===== config.mk =====
export PLATFORM = sky130hd
export DESIGN_NAME = efs_supervisor
export DESIGN_NICKNAME = d
export VERILOG_FILES = /design/src/logic/efs_pkg.sv /design/src/logic/efs_sync.sv /design/src/logic/efs_supervisor.sv
export SDC_FILE = /design/constraint.sdc
export NUM_CORES = 1
export LEC_CHECK = 0
export ABC_CLOCK_PERIOD_IN_PS = 5300
export BUFFER_PORTS_ARGS = -buffer_cell sky130_fd_sc_hd__buf_2
export CORE_AREA = 4 4 133 135
export CTS_CLUSTER_DIAMETER = 50
export DETAILED_ROUTE_END_ITERATION = 8
export DIE_AREA = 0 0 137 139
export PLACE_DENSITY_LB_ADDON = 0.1
export SYNTH_ARGS = -nofsm -noshare
export SYNTH_HDL_FRONTEND = slang
export SYNTH_SLANG_ARGS = --single-unit

===== constraint.sdc =====
create_clock -name MCLK -period 5.3 [get_ports MCLK]
set_input_delay 0.265 -clock MCLK [delete_from_list [all_inputs] [get_ports MCLK]]
set_output_delay 0.265 -clock MCLK [all_outputs]
set_load 0.005 [all_outputs]

===== src/logic/efs_pkg.sv =====
// Shared constants and types of the fault supervisor.
// Assumes a single 25 MHz clock; times are given in microseconds and scaled in the supervisor.
package efs_pkg;

    // ************************************************************
    // Clock and default timing
    // ************************************************************
    localparam int CLK_MHZ          = 25;       // 40 ns period
    localparam int PGA_US_DEF       = 500;      // Power-good assert deglitch
    localparam int PGD_US_DEF       = 20;       // Power-good de-assert deglitch
    localparam int QOD_US_DEF       = 1000;     // Discharge hold time
    localparam int SU_US_DEF        = 20000;    // Start-up timeout
    localparam int SPF_US_DEF       = 5000;     // Backup blanking timer
    localparam int RST_US_DEF       = 100000;   // Auto-retry delay
    localparam int GS_US            = 10;       // Longest G-S fault response
    localparam int CURRENT_MONITOR_PIN_SPF_US      = 50;       // Longest shorted-monitor response
    localparam int TMR_W            = 24;
    localparam logic [2:0] SWITCH_ENABLE_LINE_SETTLE = 3'h7;  // Cycles before sensing the line

    // ************************************************************
    // Synchronised flag positions
    // ************************************************************
    localparam int IN_W             = 16;
    localparam int I_TEMP_HOT       = 0;
    localparam int I_TEMP_COOL      = 1;
    localparam int I_EN_ON          = 2;
    localparam int I_EN_ABOVE_SD    = 3;
    localparam int I_SUPPLY_OK      = 4;
    localparam int I_UV_OV          = 5;
    localparam int I_OC_PRIMARY     = 6;
    localparam int I_OC_BACKUP      = 7;
    localparam int I_FAST_TRIP      = 8;
    localparam int I_BLANK_EXPIRED  = 9;
    localparam int I_BLANK_STUCK    = 10;
    localparam int I_GATE_OVERDRIVE = 11;
    localparam int I_GATE_NEAR_VIN  = 12;
    localparam int I_VDS_LOW        = 13;
    localparam int I_VOUT_BELOW_FB  = 14;
    localparam int I_SWITCH_ENABLE_LINE_SENSE     = 15;

    // ************************************************************
    // Register map
    // ************************************************************
    localparam int AW               = 4;
    localparam int DW               = 8;
    localparam logic [AW-1:0] ADDR_CTRL   = 4'h0;
    localparam logic [AW-1:0] ADDR_STATUS = 4'h4;
    localparam logic [AW-1:0] ADDR_CAUSE  = 4'h8;
    localparam int CTRL_AUTO_RETRY  = 0;
    localparam int ST_FLT           = 0;
    localparam int ST_GATE          = 1;
    localparam int ST_DISCH         = 2;
    localparam int ST_PG            = 3;
    localparam int ST_STATE_LSB     = 4;
    localparam int C_THERM          = 0;
    localparam int C_BREAKER        = 1;
    localparam int C_FAST_TRIP      = 2;
    localparam int C_SPF_CURRENT_MONITOR_PIN       = 3;
    localparam int C_SPF_TIMER      = 4;
    localparam int C_GS             = 5;
    localparam int C_GD             = 6;
    localparam int C_EXT            = 7;
    localparam logic [DW-1:0] RETRYABLE = 8'h07;

    typedef enum logic [3:0] {
        S_OFF,
        S_DS_CHECK,
        S_DS_FAULT,
        S_INRUSH,
        S_STEADY,
        S_LATCHED,
        S_COOL,
        S_RETRY
    } efs_state_t;

endpackage


===== src/logic/efs_sync.sv =====
// Three-stage synchroniser for a vector of comparator flags.
// Assumes every input bit is asynchronous to clk; output changes once stages two and three agree.
`timescale 1ns/1ps
`default_nettype none
module efs_sync #(
    parameter int W = 1
) (
    // Clock and reset
    input  wire logic         clk,
    input  wire logic         rst,
    // Flags
    input  wire logic [W-1:0] d_in,
    output var  logic [W-1:0] q_out
);

    // ************************************************************
    // Per-bit stages
    // ************************************************************
    genvar g;
    generate
        for (g = 0; g < W; g++) begin : g_bit
            logic s1_r;
            logic s2_r;
            logic s3_r;
            always_ff @(posedge clk or posedge rst) begin
                if (rst) begin
                    s1_r <= 1'b0;
                    s2_r <= 1'b0;
                    s3_r <= 1'b0;
                end else begin
                    s1_r <= d_in[g];
                    s2_r <= s1_r;
                    s3_r <= s2_r;
                end
            end
            // Only stages two and three are compared; stage one may be metastable
            always_ff @(posedge clk or posedge rst) begin
                if (rst) begin
                    q_out[g] <= 1'b0;
                end else if (s2_r == s3_r) begin
                    q_out[g] <= s3_r;
                end
            end
        end
    endgenerate

endmodule
`default_nettype wire


===== src/logic/efs_supervisor.sv =====
// Fault supervisor of a hotswap protection switch: state machine, timers, indicators, registers.
// Assumes comparator flags arrive asynchronously from analog sensing and MCLK runs at 25 MHz.
`timescale 1ns/1ps
`default_nettype none

module efs_supervisor
    import efs_pkg::*;
#(
    parameter int         PGA_US     = PGA_US_DEF,
    parameter int         PGD_US     = PGD_US_DEF,
    parameter int         QOD_US     = QOD_US_DEF,
    parameter int         SU_US      = SU_US_DEF,
    parameter int         SPF_US     = SPF_US_DEF,
    parameter int         RST_US     = RST_US_DEF,
    parameter logic       AUTO_RETRY = 1'b0
) (
    // Clock and reset
    input  wire logic          MCLK,
    input  wire logic          RST,
    // Thermal comparators
    input  wire logic          TEMP_HOT,
    input  wire logic          TEMP_COOL,
    // Enable and supply comparators
    input  wire logic          EN_ON,
    input  wire logic          EN_ABOVE_SD,
    input  wire logic          SUPPLY_OK,
    input  wire logic          UV_OV,
    // Current comparators
    input  wire logic          OC_PRIMARY,
    input  wire logic          OC_BACKUP,
    input  wire logic          FAST_TRIP,
    input  wire logic          BLANK_EXPIRED,
    input  wire logic          BLANK_STUCK,
    // FET health comparators
    input  wire logic          GATE_OVERDRIVE,
    input  wire logic          GATE_NEAR_VIN,
    input  wire logic          VDS_LOW,
    input  wire logic          VOUT_BELOW_FB,
    // Gate driver and discharge
    output var  logic          GATE_DRIVE_ON,
    output var  logic          OUTPUT_DISCHARGE,
    // Switch enable line, open drain
    input  wire logic          SWITCH_ENABLE_LINE_I,
    output var  logic          SWITCH_ENABLE_LINE_O,
    output var  logic          SWITCH_ENABLE_LINE_OE,
    // Fault indicator, open drain, active low
    output var  logic          FAULT_INDICATOR_N_O,
    output var  logic          FAULT_INDICATOR_N_OE,
    // Power good
    output var  logic          POWER_GOOD_OUT,
    // Register port
    input  wire logic [AW-1:0] BUS_ADDR,
    input  wire logic [DW-1:0] BUS_WDATA,
    input  wire logic          BUS_WR,
    input  wire logic          BUS_RD,
    output var  logic [DW-1:0] BUS_RDATA
);

    // ************************************************************
    // Timing counts
    // ************************************************************
    localparam int PGA_CYC = (PGA_US * CLK_MHZ < 1) ? 1 : PGA_US * CLK_MHZ;
    localparam int PGD_CYC = (PGD_US * CLK_MHZ < 1) ? 1 : PGD_US * CLK_MHZ;
    localparam int QOD_CYC = (QOD_US * CLK_MHZ < 1) ? 1 : QOD_US * CLK_MHZ;
    localparam int SU_CYC  = (SU_US * CLK_MHZ < 1) ? 1 : SU_US * CLK_MHZ;
    localparam int SPF_CYC = (SPF_US * CLK_MHZ < 1) ? 1 : SPF_US * CLK_MHZ;
    localparam int RST_CYC = (RST_US * CLK_MHZ < 1) ? 1 : RST_US * CLK_MHZ;
    localparam logic [TMR_W-1:0] PGA_LIM = TMR_W'(PGA_CYC - 1);
    localparam logic [TMR_W-1:0] PGD_LIM = TMR_W'(PGD_CYC - 1);
    localparam logic [TMR_W-1:0] QOD_LIM = TMR_W'(QOD_CYC - 1);
    localparam logic [TMR_W-1:0] SU_LIM  = TMR_W'(SU_CYC - 1);
    localparam logic [TMR_W-1:0] SPF_LIM = TMR_W'(SPF_CYC - 1);
    localparam logic [TMR_W-1:0] RST_LIM = TMR_W'(RST_CYC - 1);

    // ************************************************************
    // Input synchronisation
    // ************************************************************
    logic [IN_W-1:0] raw;
    logic [IN_W-1:0] s;

    assign raw = {SWITCH_ENABLE_LINE_I, VOUT_BELOW_FB, VDS_LOW, GATE_NEAR_VIN, GATE_OVERDRIVE,
                  BLANK_STUCK, BLANK_EXPIRED, FAST_TRIP, OC_BACKUP, OC_PRIMARY,
                  UV_OV, SUPPLY_OK, EN_ABOVE_SD, EN_ON, TEMP_COOL, TEMP_HOT};

    efs_sync #(
        .W     (IN_W)
    ) u_sync (
        .clk   (MCLK),
        .rst   (RST),
        .d_in  (raw),
        .q_out (s)
    );

    // ************************************************************
    // State and storage
    // ************************************************************
    efs_state_t        state_r;
    efs_state_t        state_nxt;
    logic [TMR_W-1:0]  tmr_r;
    logic [TMR_W-1:0]  bkp_r;
    logic [TMR_W-1:0]  qod_cnt_r;
    logic [TMR_W-1:0]  pg_cnt_r;
    logic [2:0]        switch_enable_line_age_r;
    logic [DW-1:0]     cause_r;
    logic [DW-1:0]     cause_set;
    logic              auto_retry_r;
    logic              gate_r;
    logic              dis_r;
    logic              qod_r;
    logic              flt_r;
    logic              pg_r;
    logic              clear_latch;
    logic              lockout;
    logic              pg_want;
    logic              qod_band;

    assign clear_latch = !s[I_EN_ABOVE_SD] || !s[I_SUPPLY_OK];
    assign lockout     = !s[I_EN_ON] || s[I_UV_OV];
    assign qod_band    = s[I_EN_ABOVE_SD] && !s[I_EN_ON];

    // ************************************************************
    // Fault detection and next state
    // ************************************************************
    always_comb begin
        state_nxt = state_r;
        cause_set = '0;
        // Gate commanded off yet near the input
        if (!gate_r && s[I_GATE_NEAR_VIN]) begin
            cause_set[C_GD] = 1'b1;
        end
        if (gate_r || state_r == S_DS_CHECK) begin
            cause_set[C_THERM] = s[I_TEMP_HOT];
        end
        // Line sensed low while we release it and UV_OV is not flagged
        if (gate_r && switch_enable_line_age_r == SWITCH_ENABLE_LINE_SETTLE && !s[I_SWITCH_ENABLE_LINE_SENSE] && !s[I_UV_OV]) begin
            cause_set[C_EXT] = 1'b1;
        end
        if (state_r == S_INRUSH && tmr_r >= SU_LIM && !s[I_GATE_OVERDRIVE]) begin
            cause_set[C_GS] = 1'b1;
        end
        if (state_r == S_STEADY) begin
            cause_set[C_FAST_TRIP] = s[I_FAST_TRIP];
            // An open monitor pin reads as overcurrent; a dead timer pin reads as expired
            cause_set[C_BREAKER]   = s[I_OC_PRIMARY] && s[I_BLANK_EXPIRED];
            cause_set[C_SPF_CURRENT_MONITOR_PIN]  = s[I_OC_BACKUP] && !s[I_OC_PRIMARY] && !s[I_FAST_TRIP];
            cause_set[C_SPF_TIMER] = bkp_r >= SPF_LIM;
            cause_set[C_GS]        = !s[I_GATE_OVERDRIVE];
        end
        unique case (state_r)
            S_OFF: begin
                if (!clear_latch && !lockout) begin
                    state_nxt = S_DS_CHECK;
                end
            end
            S_DS_CHECK: begin
                if (!s[I_VDS_LOW] || s[I_VOUT_BELOW_FB]) begin
                    state_nxt = S_INRUSH;
                end else if (tmr_r >= SU_LIM) begin
                    state_nxt = S_DS_FAULT;
                end
            end
            S_DS_FAULT: begin
                // Not latched: any lockout lets the start-up run again
                if (lockout) begin
                    state_nxt = S_OFF;
                end
            end
            S_INRUSH: begin
                if (s[I_GATE_OVERDRIVE]) begin
                    state_nxt = S_STEADY;
                end
            end
            S_STEADY: begin
                state_nxt = S_STEADY;
            end
            S_LATCHED: begin
                state_nxt = S_LATCHED;
            end
            S_COOL: begin
                if (s[I_TEMP_COOL]) begin
                    state_nxt = S_RETRY;
                end
            end
            S_RETRY: begin
                if (tmr_r >= RST_LIM) begin
                    state_nxt = S_OFF;
                end
            end
        endcase
        if ((state_r == S_DS_CHECK || state_r == S_INRUSH || state_r == S_STEADY) && lockout) begin
            state_nxt = S_OFF;
        end
        // A new fault wins over a clear arriving in the same cycle
        if (|cause_set) begin
            if (auto_retry_r && ((cause_set & ~RETRYABLE) == '0)) begin
                state_nxt = cause_set[C_THERM] ? S_COOL : S_RETRY;
            end else begin
                state_nxt = S_LATCHED;
            end
        end else if (clear_latch) begin
            state_nxt = S_OFF;
        end
    end

    // ************************************************************
    // State register and sequence timer
    // ************************************************************
    always_ff @(posedge MCLK or posedge RST) begin
        if (RST) begin
            state_r <= S_OFF;
        end else begin
            state_r <= state_nxt;
        end
    end

    // Retry and start-up share one timer; a clear restarts it via the state change
    always_ff @(posedge MCLK or posedge RST) begin
        if (RST) begin
            tmr_r <= '0;
        end else if (state_nxt != state_r) begin
            tmr_r <= '0;
        end else if (tmr_r != {TMR_W{1'b1}}) begin
            tmr_r <= tmr_r + 1'b1;
        end
    end

    // Backup blanking timer for a timer pin that cannot discharge
    always_ff @(posedge MCLK or posedge RST) begin
        if (RST) begin
            bkp_r <= '0;
        end else if (state_r == S_STEADY && s[I_BLANK_STUCK] && (s[I_OC_PRIMARY] || s[I_OC_BACKUP])) begin
            if (bkp_r < SPF_LIM) begin
                bkp_r <= bkp_r + 1'b1;
            end
        end else begin
            bkp_r <= '0;
        end
    end

    // ************************************************************
    // Gate drive and enable line
    // ************************************************************
    always_ff @(posedge MCLK or posedge RST) begin
        if (RST) begin
            gate_r <= 1'b0;
        end else begin
            gate_r <= (state_nxt == S_INRUSH) || (state_nxt == S_STEADY);
        end
    end

    // Sensing is blanked until the released line has passed the synchroniser
    always_ff @(posedge MCLK or posedge RST) begin
        if (RST) begin
            switch_enable_line_age_r <= '0;
        end else if (!gate_r) begin
            switch_enable_line_age_r <= '0;
        end else if (switch_enable_line_age_r != SWITCH_ENABLE_LINE_SETTLE) begin
            switch_enable_line_age_r <= switch_enable_line_age_r + 1'b1;
        end
    end

    assign SWITCH_ENABLE_LINE_O  = 1'b0;
    assign SWITCH_ENABLE_LINE_OE = !gate_r;
    assign GATE_DRIVE_ON         = gate_r;

    // ************************************************************
    // Output discharge
    // ************************************************************
    always_ff @(posedge MCLK or posedge RST) begin
        if (RST) begin
            qod_cnt_r <= '0;
        end else if (state_r == S_OFF && qod_band) begin
            if (qod_cnt_r < QOD_LIM) begin
                qod_cnt_r <= qod_cnt_r + 1'b1;
            end
        end else begin
            qod_cnt_r <= '0;
        end
    end

    always_ff @(posedge MCLK or posedge RST) begin
        if (RST) begin
            qod_r <= 1'b0;
        end else if (s[I_VOUT_BELOW_FB] || (|cause_set) || !qod_band || state_r != S_OFF) begin
            qod_r <= 1'b0;
        end else if (qod_cnt_r >= QOD_LIM) begin
            qod_r <= 1'b1;
        end
    end

    // Thermal threshold overrides both discharge requests
    always_ff @(posedge MCLK or posedge RST) begin
        if (RST) begin
            dis_r <= 1'b0;
        end else begin
            dis_r <= (qod_r || (state_r == S_DS_CHECK && state_nxt == S_DS_CHECK && s[I_VDS_LOW]))
                     && !s[I_TEMP_HOT] && !(|cause_set);
        end
    end

    assign OUTPUT_DISCHARGE = dis_r;

    // ************************************************************
    // Fault indicator
    // ************************************************************
    always_ff @(posedge MCLK or posedge RST) begin
        if (RST) begin
            flt_r <= 1'b0;
        end else begin
            flt_r <= (state_nxt == S_LATCHED) || (state_nxt == S_COOL) ||
                     (state_nxt == S_RETRY) || (state_nxt == S_DS_FAULT);
        end
    end

    assign FAULT_INDICATOR_N_O  = 1'b0;
    assign FAULT_INDICATOR_N_OE = flt_r;

    // Causes stay until a clear; a set in the same cycle survives it
    always_ff @(posedge MCLK or posedge RST) begin
        if (RST) begin
            cause_r <= '0;
        end else begin
            cause_r <= (clear_latch ? '0 : cause_r) | cause_set;
        end
    end

    // ************************************************************
    // Power good with deglitch
    // ************************************************************
    assign pg_want = (state_r == S_STEADY) && gate_r;

    always_ff @(posedge MCLK or posedge RST) begin
        if (RST) begin
            pg_r     <= 1'b0;
            pg_cnt_r <= '0;
        end else if (pg_want == pg_r) begin
            pg_cnt_r <= '0;
        end else if (pg_cnt_r >= (pg_want ? PGA_LIM : PGD_LIM)) begin
            pg_r     <= pg_want;
            pg_cnt_r <= '0;
        end else begin
            pg_cnt_r <= pg_cnt_r + 1'b1;
        end
    end

    assign POWER_GOOD_OUT = pg_r;

    // ************************************************************
    // Register port
    // ************************************************************
    always_ff @(posedge MCLK or posedge RST) begin
        if (RST) begin
            auto_retry_r <= AUTO_RETRY;
        end else if (BUS_WR && BUS_ADDR == ADDR_CTRL) begin
            auto_retry_r <= BUS_WDATA[CTRL_AUTO_RETRY];
        end
    end

    // Unmapped addresses and idle cycles read as zero
    always_ff @(posedge MCLK or posedge RST) begin
        if (RST) begin
            BUS_RDATA <= '0;
        end else if (BUS_RD && BUS_ADDR == ADDR_CTRL) begin
            BUS_RDATA <= {{(DW-1){1'b0}}, auto_retry_r};
        end else if (BUS_RD && BUS_ADDR == ADDR_STATUS) begin
            BUS_RDATA <= {state_r, pg_r, dis_r, gate_r, flt_r};
        end else if (BUS_RD && BUS_ADDR == ADDR_CAUSE) begin
            BUS_RDATA <= cause_r;
        end else begin
            BUS_RDATA <= '0;
        end
    end

endmodule
`default_nettype wire


==> reports/metrics.cfg <==
[status]
status=finished, final reports clean

[logic_synthesis]
ys_top_cells_by_area=dfrtp_1 58%, nor2_1 4.0%, xor2_1 3.6%
syn_area_per_cell_um2=11.2
synth_area_um2=8120
synthMuxAreaShare_pct=1.42
yosysMostFrequentCell=dfrtp_1
synth_seq_area_share_pct=58.3
ys_async_sr_fraction_pct=100
ys_ff_latch=189
synth_compound_area_share_pct=8.52
synth_top_area_share_pct=58.3
ys_types=70
synthCells=722
synthXorXnorAreaFrac_pct=6.04
synth_edf_count=0
ys_warn_count=0
synth_flop_cell=dfrtp_1
synth-simple-area-share_pct=19.4
synth.largest_area_cell=dfrtp_1
synth_top_family_by_area=simple AND/OR/NAND/NOR gates
yosys.area_share.adder_pct=3.51
yosys-top-cells-count=189 x dfrtp_1, 86 x nor2_1, 43 x nand2_1

[drt]
dr_total_vias=5440
drtIter0Drc=377
dr.pass1.iters=5
route.detailed.drc=0
viasPerCell=5.35
wl_per_cell_um=14.8
routed_wl_um=15100
ant_nets=0

[global_route]
track_usage_pct=16.9
grt_overflow=0
grt_max_degree=190
grt_pass1_wl_um=26200
grt_pass1_vias=5433
antenna_found_initial=0

[place]
place_area_um2=8500
gp_congestion=0.872
dp.cells=968
dp_hpwl_um=10200
port_buffers=37

[die]
pin_count=47
core_um2=16500
die_area_um2=19000
rows=47
die_w_um=137
die_h_um=139
initial_core_util_pct=49.3

[critical_path]
critical_path.max_fanout=21
cp.required_ps=5650
crit_chain=nor4b_1, nand2_1, inv_1, ha_1, o311a_1, o2111ai_1, a21boi_0, o21ai_0, nand4_1, nand2b_1, nor2_1
reg2reg_depth=11
crit_type=flip-flop to flip-flop
worst_setup_path_start_kind=flip-flop
cp-end-kind=flip-flop
cpMaxStageDelayCell=nor4b_1
arrival_ps=4140
slowest_delay_ps=930

[timing]
finalClockSkew_ps=8.12
fin_crit_ps=3790
tns_ps=0
fmax_ghz=0.264
hold_viol=0
finalSetupViolCount=0
fin_crit_sh_pct=71.5
relSlewSlack_pct=26.3
rsz0062_at_grt=false
worst_pin_slew_ps=1100
finalMaxSlewViolations=0

[clock_tree]
cts-root-buf=clkbuf_16
cts_htree_levels=4
cts.sinks=189
cts_resized=0
cts_made_buffers=17
clk_path_buf_depth=2
cts_tree=built
clk_pin_slew_worst_paths_ps=70
insertion_delay_ps=430

[layout]
drive_gt1_share_pct=13.6
ff_latch_area_um2=4730
fin_cells=1016
final_area_um2=9230
area_delta_synth_final_pct=13.7
nets=825
multi_input_area_um2=3200
fillCellCount=1424
diodes=0

[job]
drv_cap=0

[pwr]
p_per_area_nw_per_um2=366
leakagePower_uw=0.00405
ir_drop_mv=0.264

[hold_path]
hold_path_class=input port to async pin

-- path summary, 6_finish.rpt --
path / from / endpoint / slack (ps)
min reg2reg: u_sync.g_bit[3].s1_r / u_sync.g_bit[3].s2_r / 350
min: RST / pg_cnt_r[4] / 70
max reg2reg: state_r[0] / pg_cnt_r[13] / 1510
max in group asynchronous: RST / bkp_r[6] / 4440
min in group MCLK: BUS_WDATA[0] / auto_retry_r / 70
max: state_r[0] / pg_cnt_r[13] / 1510
-- report_power, final --
part	total, uW	leakage [uW]	internal (uW)	switching [uW]
Clock	1220	0.000286	630	593
Combinational	537	0.00131	197	339
Sequential	1620	0.00245	1520	100
-- per-stage QoR --
step | worst slack, ps | total power [uW] | utilization (%) | hold WS, ps
CTS | 1410 | 3430 | 56.1 | 48.2
floorplan | 2310 | 2070 | - | 296
global placement | 1590 | 2170 | 51.6 | 332
detailed placement | 1440 | 2180 | 51.6 | 335
finish | 1510 | 3380 | 56.1 | 65.6
global route | 1010 | 3570 | 56.1 | 50.8
-- critical path: cells and delay by family, from the launching register on --
| kind | cells | cell delay, ps |
|---|---|---|
| compound gates | 4 | 590 |
| flops | 1 | 610 |
| buf+inv | 1 | 210 |
| simple gates | 5 | 2050 |
| fa+ha+maj | 1 | 250 |
-- cells by family after synthesis --
kind of cell	after synthesis
flops	189
compound gates	95
fa+ha+maj	26
simple gates	302
mux	11
xor+xnor	56
buf+inv	42
other cells	1
-- registers in the layout, indices dropped and copies added, names as in the netlist, 16 cells and up --
register           flops
bkp_r                 24
pg_cnt_r              24
qod_cnt_r             24
tmr_r                 24
u_sync.g_bit.s1_r     16
u_sync.g_bit.s2_r     16
u_sync.g_bit.s3_r     16
u_sync.q_out          16
-- layout make-up --
class,count,area share [%]
timing repair buffer,55,4.04
sequential,189,51.2
clock inverter,15,1.65
multi-input combinational,501,34.7
inverter,19,0.813
clock buffer,17,4.61
tap,220,2.98
-- per-layer routing --
metal,part of all wire [%],global-route usage [%],vias up,wire length [um]
li1,-,-,2645,-
met1,49,24.7,2642,7330
met2,46,25.2,132,6890
met3,4.1,3.41,21,618
met4,1.4,5.78,0,216
met5,0,0,-,0
-- cells in the final DEF, fill, tap and decap left out, drive strengths merged, types with 4 or more instances in the layout --
cell type    Yosys  routed
or2              4       4
dfrtp          189     189
and3             9       9
nor2b            5       5
or3              7       7
clkinv           0       6
a31oi           10      10
a211oi           5       5
inv             19      27
nand3           26      26
dlygate4sd3      0      16
a22o             9       9
mux2i            7       7
nor3            19      19
nor2           106     106
nor4            10      10
clkbuf          12      17
and4             6       6
a21oi           11      11
and2            23      23
a211o            4       4
mux2             4       4
xnor2           23      23
o21ai           18      18
nand4           20      20
maj3            16      16
buf             10      39
or4              5       5
xor2            33      33
conb             1      11
o211ai           6       6
ha              10      10
nand2           43      43
-- timing repair --
item | CTS | global route
hold buffers | 16 | 0
endpoints found under the hold margin | 16 | 0
setup buffers | 0 | 0
Power figures use the tool's default switching activity.
